--- config.mk ---
export PLATFORM = sky130hd
export DESIGN_NAME = spi_eeprom_access_logic
export DESIGN_NICKNAME = d
export VERILOG_FILES = /design/src/verilog/eeprom_pkg.sv /design/src/verilog/pin_sync.sv /design/src/verilog/write_timer.sv /design/src/verilog/spi_eeprom_access_logic.sv
export SDC_FILE = /design/constraint.sdc
export NUM_CORES = 2
export LEC_CHECK = 0
export BUFFER_PORTS_ARGS = -buffer_cell sky130_fd_sc_hd__buf_2
export CAP_MARGIN = 40
export CORE_MARGIN = 4
export CORE_UTILIZATION = 55
export CTS_CLUSTER_DIAMETER = 120
export DETAILED_ROUTE_END_ITERATION = 6
export PLACE_DENSITY_LB_ADDON = 0.3
export SLEW_MARGIN = 40
export SYNTH_ARGS = -nofsm -noshare
export SYNTH_HDL_FRONTEND = slang
export SYNTH_SLANG_ARGS = --single-unit
--- constraint.sdc ---
create_clock -name CLK_I -period 81.4 [get_ports CLK_I]
set_clock_uncertainty 0.1 [all_clocks]
set_input_delay 12.21 -clock CLK_I [delete_from_list [all_inputs] [get_ports CLK_I]]
set_output_delay 12.21 -clock CLK_I [all_outputs]
set_load 0.03 [all_outputs]
--- src/verilog/eeprom_pkg.sv ---
/*
 * Shared constants of the serial memory access engine: instruction codes,
 * status layout, protection limits, page geometry and write-cycle timing.
 * Assumes a 100 MHz system clock that samples every serial pin.
 */
package eeprom_pkg;
    localparam int ADDR_W = 8;
    localparam int DATA_W = 8;
    localparam int DEPTH = 256;
    localparam int PAGE_BYTES = 16;
    // Instruction codes
    localparam logic [7:0] LATCH_SET_CMD = 8'h06;
    localparam logic [7:0] LATCH_CLEAR_CMD = 8'h04;
    localparam logic [7:0] STATUS_READ_CMD = 8'h05;
    localparam logic [7:0] STATUS_WRITE_CMD = 8'h01;
    localparam logic [7:0] READ_CMD = 8'h03;
    localparam logic [7:0] WRITE_CMD = 8'h02;
    // Status byte layout
    localparam logic [3:0] STATUS_TOP = 4'hF;
    localparam int ST_BP_HI = 3;
    localparam int ST_BP_LO = 2;
    localparam int ST_LATCH = 1;
    localparam int ST_BUSY = 0;
    // Protection boundaries and delivery values
    localparam logic [7:0] PROT_QUARTER = 8'hC0;
    localparam logic [7:0] PROT_HALF = 8'h80;
    localparam logic [7:0] PROT_ALL = 8'h00;
    localparam logic [7:0] ERASED_BYTE = 8'hFF;
    localparam logic [1:0] BP_DELIVERY = 2'h0;
    // Self-timed write cycle
    localparam int CLK_MHZ = 100;
    localparam int WRITE_CYCLE_US = 7000;
    localparam int WRITE_CYCLES = WRITE_CYCLE_US * CLK_MHZ;
endpackage

--- src/verilog/pin_sync.sv ---
/*
 * Two-flop synchroniser bank for asynchronous pins.
 * Assumes the inputs are levels that stay stable for several clocks.
 */
`timescale 1ns/10ps
module pin_sync #(
    parameter int W = 4,
    parameter logic [W-1:0] INIT = '0
) (
    input wire logic clk_i,
    input wire logic rst_i,
    input wire logic [W-1:0] d_i,
    output logic [W-1:0] q_o
);
    logic [W-1:0] meta_reg;

    // First stage feeds only the second
    always_ff @(posedge clk_i or posedge rst_i) begin
        if (rst_i) begin
            meta_reg <= INIT;
            q_o <= INIT;
        end else begin
            meta_reg <= d_i;
            q_o <= meta_reg;
        end
    end
endmodule

--- src/verilog/write_timer.sv ---
/*
 * Self-timed programming cycle counter: a start pulse makes busy high
 * for CYCLES clocks, then a one-cycle done pulse.
 * Assumes start never comes while busy.
 */
`timescale 1ns/10ps
module write_timer #(
    parameter int CYCLES = 700000
) (
    input wire logic clk_i,
    input wire logic rst_i,
    input wire logic start_i,
    output logic busy_o,
    output logic done_o
);
    logic [31:0] count_reg;

    // Down counter; done marks the last busy cycle ending
    always_ff @(posedge clk_i or posedge rst_i) begin
        if (rst_i) begin
            count_reg <= 32'h0;
            busy_o <= 1'b0;
            done_o <= 1'b0;
        end else begin
            done_o <= 1'b0;
            if (start_i && !busy_o) begin
                count_reg <= 32'(CYCLES - 1);
                busy_o <= 1'b1;
            end else if (busy_o) begin
                if (count_reg == 32'h0) begin
                    busy_o <= 1'b0;
                    done_o <= 1'b1;
                end else begin
                    count_reg <= count_reg - 32'h1;
                end
            end
        end
    end
endmodule

--- src/verilog/spi_eeprom_access_logic.sv ---
/*
 * Serial protocol engine of a 256-byte nonvolatile memory: instruction
 * decode, sequential read, byte and page write with protection, status
 * register, self-timed programming cycle.
 * Assumes serial clock, select, data and write-protect arrive asynchronously
 * and are much slower than CLK_I; hold (pause) is not implemented.
 */
`timescale 1ns/10ps
module spi_eeprom_access_logic
    import eeprom_pkg::*;
#(
    parameter int WRITE_CYCLES_P = WRITE_CYCLES
) (
    // System
    input wire logic CLK_I,
    input wire logic RST_I,
    // Serial bus pins
    input wire logic SCLK_I,
    input wire logic SEL_N_I,
    input wire logic SDI_I,
    output logic SDO_O,
    output logic SDO_OE_N_O,
    // Write-protect pin
    input wire logic WP_N_I,
    // Status
    output logic WRITE_LATCH_FLAG_O,
    output logic WRITE_BUSY_FLAG_O,
    output logic [1:0] BLOCK_PROTECT_O
);
    // One-hot protocol states; WAIT swallows everything until deselect,
    // which is how rejected, unknown and finished single-byte commands
    // are kept from decoding stray bits as a new instruction.
    typedef enum logic [5:0] {
        ST_IDLE = 6'h01,
        ST_CMD = 6'h02,
        ST_ADDR = 6'h04,
        ST_RDATA = 6'h08,
        ST_WDATA = 6'h10,
        ST_WAIT = 6'h20
    } state_t;

    state_t state_reg;
    logic [3:0] sync_q;
    logic sclk_s, sel_n_s, sdi_s, wp_n_s;
    logic sclk_d_reg, sel_d_reg;
    logic rise, fall, sel_rise;
    logic [7:0] cmd_reg, shift_reg, addr_reg, out_reg;
    logic [2:0] bit_reg;
    logic byte_done;
    logic [7:0] mem_reg [DEPTH];
    logic [7:0] page_reg [PAGE_BYTES];
    logic [PAGE_BYTES-1:0] page_valid_reg;
    logic [3:0] page_idx_reg;
    logic [7:0] page_base_reg;
    logic armed_reg;
    logic status_pend_reg;
    logic [1:0] bp_reg, bp_new_reg;
    logic latch_reg;
    logic start_wr, busy, done;
    logic prog_status_reg;
    logic protected_page;
    logic [7:0] status_byte;

    // All pins are asynchronous: two flops before any logic
    // Reset values match the idle pins (clock low, deselected, protect off)
    // so that no false edge follows reset.
    pin_sync #(.W(4), .INIT(4'h5)) u_sync (
        .clk_i(CLK_I),
        .rst_i(RST_I),
        .d_i({SCLK_I, SEL_N_I, SDI_I, WP_N_I}),
        .q_o(sync_q)
    );
    assign sclk_s = sync_q[3];
    assign sel_n_s = sync_q[2];
    assign sdi_s = sync_q[1];
    assign wp_n_s = sync_q[0];

    // Edge detection on the synchronised copies
    // Limitation: serial clock phases must last several system clocks,
    // otherwise an edge is lost in the synchroniser.
    always_ff @(posedge CLK_I or posedge RST_I) begin
        if (RST_I) begin
            sclk_d_reg <= 1'b0;
            sel_d_reg <= 1'b1;
        end else begin
            sclk_d_reg <= sclk_s;
            sel_d_reg <= sel_n_s;
        end
    end
    assign rise = sclk_s && !sclk_d_reg && !sel_n_s;
    assign fall = !sclk_s && sclk_d_reg && !sel_n_s;
    assign sel_rise = sel_n_s && !sel_d_reg;
    assign byte_done = rise && (bit_reg == 3'h7);

    assign status_byte = {STATUS_TOP, bp_reg, latch_reg, busy};

    // Protected when the page base falls at or above the protected floor
    // Boundaries are page aligned, so the base decides for the whole page;
    // this keeps the check off the per-byte path.
    always_comb begin
        unique case (bp_reg)
            2'h0: protected_page = 1'b0;
            2'h1: protected_page = page_base_reg >= PROT_QUARTER;
            2'h2: protected_page = page_base_reg >= PROT_HALF;
            default: protected_page = page_base_reg >= PROT_ALL;
        endcase
    end

    // Programming starts only when select rises right after a full byte
    // with no further rising clock in between.
    assign start_wr = sel_rise && armed_reg && (bit_reg == 3'h0) && !busy
        && latch_reg && (status_pend_reg || (!protected_page && |page_valid_reg));

    write_timer #(.CYCLES(WRITE_CYCLES_P)) u_timer (
        .clk_i(CLK_I),
        .rst_i(RST_I),
        .start_i(start_wr),
        .busy_o(busy),
        .done_o(done)
    );

    // Bit counter and input shifter, MSB first
    // Counter clears on deselect so every frame starts byte aligned.
    always_ff @(posedge CLK_I or posedge RST_I) begin
        if (RST_I) begin
            bit_reg <= 3'h0;
            shift_reg <= 8'h0;
        end else if (sel_n_s) begin
            bit_reg <= 3'h0;
        end else if (rise) begin
            bit_reg <= bit_reg + 3'h1;
            shift_reg <= {shift_reg[6:0], sdi_s};
        end
    end

    // Protocol state machine
    // Opcode is decoded from the shifter plus the bit arriving now, so the
    // decision lands on the same clock as the eighth rising edge.
    always_ff @(posedge CLK_I or posedge RST_I) begin
        if (RST_I) begin
            state_reg <= ST_IDLE;
            cmd_reg <= 8'h0;
        end else if (sel_n_s) begin
            state_reg <= ST_IDLE;
        end else if (byte_done) begin
            unique case (state_reg)
                ST_IDLE, ST_CMD: begin
                    cmd_reg <= {shift_reg[6:0], sdi_s};
                    unique case ({shift_reg[6:0], sdi_s})
                        LATCH_SET_CMD, LATCH_CLEAR_CMD: state_reg <= ST_WAIT;
                        STATUS_READ_CMD: state_reg <= ST_RDATA;
                        STATUS_WRITE_CMD: state_reg <= busy ? ST_WAIT : ST_WDATA;
                        READ_CMD, WRITE_CMD: state_reg <= busy ? ST_WAIT : ST_ADDR;
                        default: state_reg <= ST_WAIT;
                    endcase
                end
                ST_ADDR: state_reg <= (cmd_reg == READ_CMD) ? ST_RDATA : ST_WDATA;
                ST_RDATA: state_reg <= (cmd_reg == STATUS_READ_CMD) ? ST_WAIT : ST_RDATA;
                ST_WDATA: state_reg <= (cmd_reg == STATUS_WRITE_CMD) ? ST_WAIT : ST_WDATA;
                ST_WAIT: state_reg <= ST_WAIT;
            endcase
        end else if (rise && state_reg == ST_IDLE) begin
            state_reg <= ST_CMD;
        end
    end

    // Address counter: read increments with full wrap, write wraps in page
    // Natural 8-bit overflow gives the wrap to zero for free.
    always_ff @(posedge CLK_I or posedge RST_I) begin
        if (RST_I) begin
            addr_reg <= 8'h0;
        end else if (byte_done && state_reg == ST_ADDR) begin
            addr_reg <= {shift_reg[6:0], sdi_s};
        end else if (byte_done && state_reg == ST_RDATA && cmd_reg == READ_CMD) begin
            addr_reg <= addr_reg + 8'h1;
        end
    end

    // Output shifter: array bytes load on the falling clock that opens a
    // byte, so the last bit of the previous byte stands through its rising
    // edge; loading at the rising edge would move the pin while clock high.
    always_ff @(posedge CLK_I or posedge RST_I) begin
        if (RST_I) begin
            out_reg <= 8'hFF;
        end else if (state_reg == ST_CMD && byte_done) begin
            out_reg <= status_byte;
        end else if (state_reg == ST_RDATA && fall && bit_reg == 3'h0 && cmd_reg == READ_CMD) begin
            out_reg <= mem_reg[addr_reg];
        end else if (state_reg == ST_RDATA && fall && bit_reg != 3'h0) begin
            out_reg <= {out_reg[6:0], 1'b1};
        end
    end

    // Serial output pin; released whenever not reading
    // Released pin keeps the last bit shifted; reset and each opcode byte return it to one.
    always_ff @(posedge CLK_I or posedge RST_I) begin
        if (RST_I) begin
            SDO_O <= 1'b1;
            SDO_OE_N_O <= 1'b1;
        end else begin
            SDO_O <= out_reg[7];
            SDO_OE_N_O <= !(state_reg == ST_RDATA && !sel_n_s);
        end
    end

    // Page buffer capture; later bytes past the page end overwrite
    // Buffer is cleared at each new frame start unless a cycle is running,
    // so the buffer being programmed is never disturbed.
    always_ff @(posedge CLK_I or posedge RST_I) begin
        if (RST_I) begin
            page_valid_reg <= '0;
            page_idx_reg <= 4'h0;
            page_base_reg <= 8'h0;
            status_pend_reg <= 1'b0;
            bp_new_reg <= BP_DELIVERY;
            armed_reg <= 1'b0;
            for (int i = 0; i < PAGE_BYTES; i++) begin
                page_reg[i] <= ERASED_BYTE;
            end
        end else if (state_reg == ST_IDLE && !sel_n_s && !busy) begin
            page_valid_reg <= '0;
            status_pend_reg <= 1'b0;
            armed_reg <= 1'b0;
        end else if (rise) begin
            armed_reg <= 1'b0;
            if (byte_done && state_reg == ST_ADDR && cmd_reg == WRITE_CMD) begin
                page_idx_reg <= sdi_s ? {shift_reg[2:0], 1'b1} : {shift_reg[2:0], 1'b0};
                page_base_reg <= {shift_reg[6:3], 4'h0};
            end else if (byte_done && state_reg == ST_WDATA) begin
                armed_reg <= 1'b1;
                if (cmd_reg == STATUS_WRITE_CMD) begin
                    bp_new_reg <= {shift_reg[2], shift_reg[1]};
                    status_pend_reg <= 1'b1;
                end else begin
                    page_reg[page_idx_reg] <= {shift_reg[6:0], sdi_s};
                    page_valid_reg[page_idx_reg] <= 1'b1;
                    page_idx_reg <= page_idx_reg + 4'h1;
                end
            end
        end
    end

    // Array storage; delivered erased, committed after the timed cycle
    // Only bytes actually received are written; the rest keep their value.
    always_ff @(posedge CLK_I or posedge RST_I) begin
        if (RST_I) begin
            for (int i = 0; i < DEPTH; i++) begin
                mem_reg[i] <= ERASED_BYTE;
            end
        end else if (done && !prog_status_reg) begin
            for (int j = 0; j < PAGE_BYTES; j++) begin
                if (page_valid_reg[j]) begin
                    mem_reg[page_base_reg | 8'(j)] <= page_reg[j];
                end
            end
        end
    end

    // Protect bits; updated only when a status cycle completes
    // Old bits stay visible during the cycle, as status reads expect.
    always_ff @(posedge CLK_I or posedge RST_I) begin
        if (RST_I) begin
            bp_reg <= BP_DELIVERY;
            prog_status_reg <= 1'b0;
        end else begin
            if (start_wr) begin
                prog_status_reg <= status_pend_reg;
            end
            if (done && prog_status_reg) begin
                bp_reg <= bp_new_reg;
            end
        end
    end

    // Write-enable latch
    // Clear sources win over the set; protect pin is ignored while busy
    // because a running cycle must finish and clears the latch anyway.
    always_ff @(posedge CLK_I or posedge RST_I) begin
        if (RST_I) begin
            latch_reg <= 1'b0;
        end else if (!wp_n_s && !busy) begin
            latch_reg <= 1'b0;
        end else if (done) begin
            latch_reg <= 1'b0;
        end else if (byte_done && (state_reg == ST_CMD) && !busy) begin
            if ({shift_reg[6:0], sdi_s} == LATCH_SET_CMD) begin
                latch_reg <= 1'b1;
            end else if ({shift_reg[6:0], sdi_s} == LATCH_CLEAR_CMD) begin
                latch_reg <= 1'b0;
            end
        end
    end

    // Status outputs
    // Registered copies: one clock behind the internal state.
    always_ff @(posedge CLK_I or posedge RST_I) begin
        if (RST_I) begin
            WRITE_LATCH_FLAG_O <= 1'b0;
            WRITE_BUSY_FLAG_O <= 1'b0;
            BLOCK_PROTECT_O <= BP_DELIVERY;
        end else begin
            WRITE_LATCH_FLAG_O <= latch_reg;
            WRITE_BUSY_FLAG_O <= busy;
            BLOCK_PROTECT_O <= bp_reg;
        end
    end
    // Glitches on select with no clock reset the framing and drop buffered write data; one right after a full write byte starts programming.
endmodule

==> key figures <==
Status
  • Outcome: finished clean

Die
  • Chip Height: between 400 and 500 um
  • Die Width: 447 um
  • Top-Level Pins: 12
  • Core area: about 0.19 mm^2
  • Die area: 0.200 mm^2
  • Initial core utilization: between 50% and 60%
  • Row count: 160

Power
  • Total power: approximately 2.3 mW
  • Maximum VDD drop: 0.0000229 V
  • Pwr dens: 19.8 mW/mm^2
  • Pleak: 46.2 nW

CTS
  • CTS buffer count: 232
  • Worst skew pair latency: 930 ps
  • PostCTS Resize Cnt: 0
  • Worst-path clk slew: ~60 ps
  • Hold_buf cts: 0
  • TritonCTS Sinks: approximately 2,300
  • CTS Buffer Depth: 3
  • Post-CTS Setup Bufs: 0
  • CTS tree: yes
  • CTS H-tree depth: 4
  • Root Driver: clkbuf_16

Placement
  • Cell total after placement: between 8,000 and 9,000
  • Port buffer count: 11
  • Hpwl dp: ~260,000 um
  • Routability cong.: 1.03

Synthesis
  • Ys flop type: dfstp_2
  • Total number of yosys warnings: 0
  • Netlist cell types: 73
  • Post-synth EDFFs: 0
  • Post-Synthesis Cell Area: roughly 0.11 mm^2
  • Synth Area per Inst: ~16 um^2
  • #FFs+latches synth: around 2,300
  • Syn Nets: 6,702
  • Async SR Flop Fraction: 100%
  • Post-synthesis cell count: around 6,700
  • Register area share after synthesis: between 50 and 60%

Critical path
  • Critical path arrival: roughly 17,000 ps
  • Worst setup SP type: input pin
  • Worst R2R Path Depth: 12
  • Crit Path Category: in -> async
  • Setup crit start: RST_I
  • R2R Path End: out_reg[1]
  • R2R Setup Slk: 75,540 ps
  • Crit. End Element: asynchronous set/reset pin
  • WP data required: 82,280 ps
  • CP Max Fanout: 127
  • RR Startpoint: addr_reg[0]
  • Setup crit end: mem_reg[762]

Global routing
  • Met2 usage: 52.8%
  • Met1 GRT Util: a little over half
  • GR Util met3: 14.7%
  • Total grt overflow: 0
  • Busiest layer in global routing: met1
  • Initial antenna violation count: 67
  • Global-route wire length before repair: ~540,000 um
  • Largest net degree at the start of global routing: 177
  • Vias in the first global route: 65,600
  • Total GRT Usage: about two fifths

Timing
  • Final Max Tran Viols: 0
  • Final setup fails: 0
  • RSZ-0062 raised after global routing: no
  • Fmax: ~0.063 GHz
  • Final period utilization: 19.5%
  • Actual slew at the worst max-slew pin: ~960 ps
  • Hold Vio Cnt, Final: 0
  • Relative slew margins: 34.4%
  • Final min period: 15,850 ps
  • Setup TNS: 0 ps

Hold path
  • Cells on Worst Hold Path: 0
  • Min-Delay Path Class: reg -> reg
  • HP Start: u_sync.meta_reg[3]

Finish
  • Most common cell after layout, fill and taps aside: mux2_2
  • Share of layout cells above drive strength 1: 80.9%
  • Filler instances: 13,900
  • Commonest cells after routing, fill and taps aside: 2,204 x mux2_2, 2,187 x dfstp_2, 512 x mux4_2
  • Max FFs per register: 2,048
  • Nets@finish: 6,663
  • Post-Layout Cell Count: 9,372
  • Area Growth Syn to Fin: 10.7%

Detailed routing
  • Drt pass-1 iters: 6
  • Post-route DRC: 0
  • Vias: 66,100
  • Routed Antenna Nets: 0
  • Initial drt markers: 8,597
  • Wirelength per Cell: between 40 and 50 um
  • DRT Wirelength: 389,000 um
  • Vias per cell: 7.05

Flow run
  • Max-capacitance violation count: 0
## logic make-up (layout without fill, tap and decap cells)
logic type,after synthesis,in the layout,synth area share (%)
other cells,0,20,0
buf+inv,433,587,1.69
fa+ha+maj,9,9,0.106
simple gates,707,707,3.03
xor+xnor,28,28,0.232
flops,2298,2298,56.9
mux,2884,2884,35.9
compound gates,328,328,2.11
## cell type report
type | instances | area [um^2] | area share, %
timing repair buffer | 131 | 1340 | 1.14
clock buffer | 352 | 6840 | 5.84
tap | 2511 | 3140 | 2.68
sequential | 2298 | 60300 | 51.5
inverter | 29 | 126 | 0.108
multi-input combinational | 3956 | 44200 | 37.7
clock inverter | 75 | 1160 | 0.987
antenna | 20 | 50.0 | 0.0427
## power by group
part | leakage, nW | internal (mW) | switching, mW
logic | 18.2 | 0.00651 | 0.0488
registers | 24.0 | 1.15 | 0.00168
clock network | 3.90 | 0.641 | 0.474
## cell usage after synthesis, drive strengths merged, types with 20 or more instances
cell type,number,share of area [%]
mux2,2204,23
nor3,39,0.18
and2,20,0.12
nor2,191,0.68
nor2b,35,0.21
buf,135,0.63
nor4,20,0.13
a21oi,60,0.28
dfstp,2192,54
clkbuf,269,0.95
nand2,288,1.0
mux2i,168,1.6
a211oi,22,0.16
nand3,34,0.16
o22ai,52,0.31
o21ai,50,0.24
inv,28,0.099
mux4,512,11
dfrtp,106,2.5
xnor2,21,0.17
## through the flow
step                      hold slack, ps  area (um^2)  worst slack, ps  utilization (%)
after floorplan                      231       106000             7780                -
after global placement               237       108000            64070             56.8
after detailed placement             236       109000            64060             57.1
after CTS                            258       117000            65020             61.3
after global routing                 259       117000            64940             61.4
final                                257       117000            65550             61.4
## worst min-delay path by stage
stage,endpoint
2_1_floorplan,u_sync.q_o[1]
3_3_place_gp,u_sync.q_o[1]
4_1_cts,u_sync.q_o[1]
5_1_grt,u_sync.q_o[1]
3_5_place_dp,u_sync.q_o[3]
6_report,u_sync.q_o[3]
## worst max-delay path, cell delays in order
cell,delay (ps)
buf_2,130
clkinv_8,370
buf_12,400
buf_16,440
buf_12,420
buf_16,430
buf_4,730
buf_6,610
buf_6,660
## routing by layer
layer	routed length, um	vias up
met3	52000	891
met2	159000	4174
li1	-	24900
met1	149000	36200
met4	28300	10
met5	64	-
Note: power is estimated with default switching activity, not from simulation.
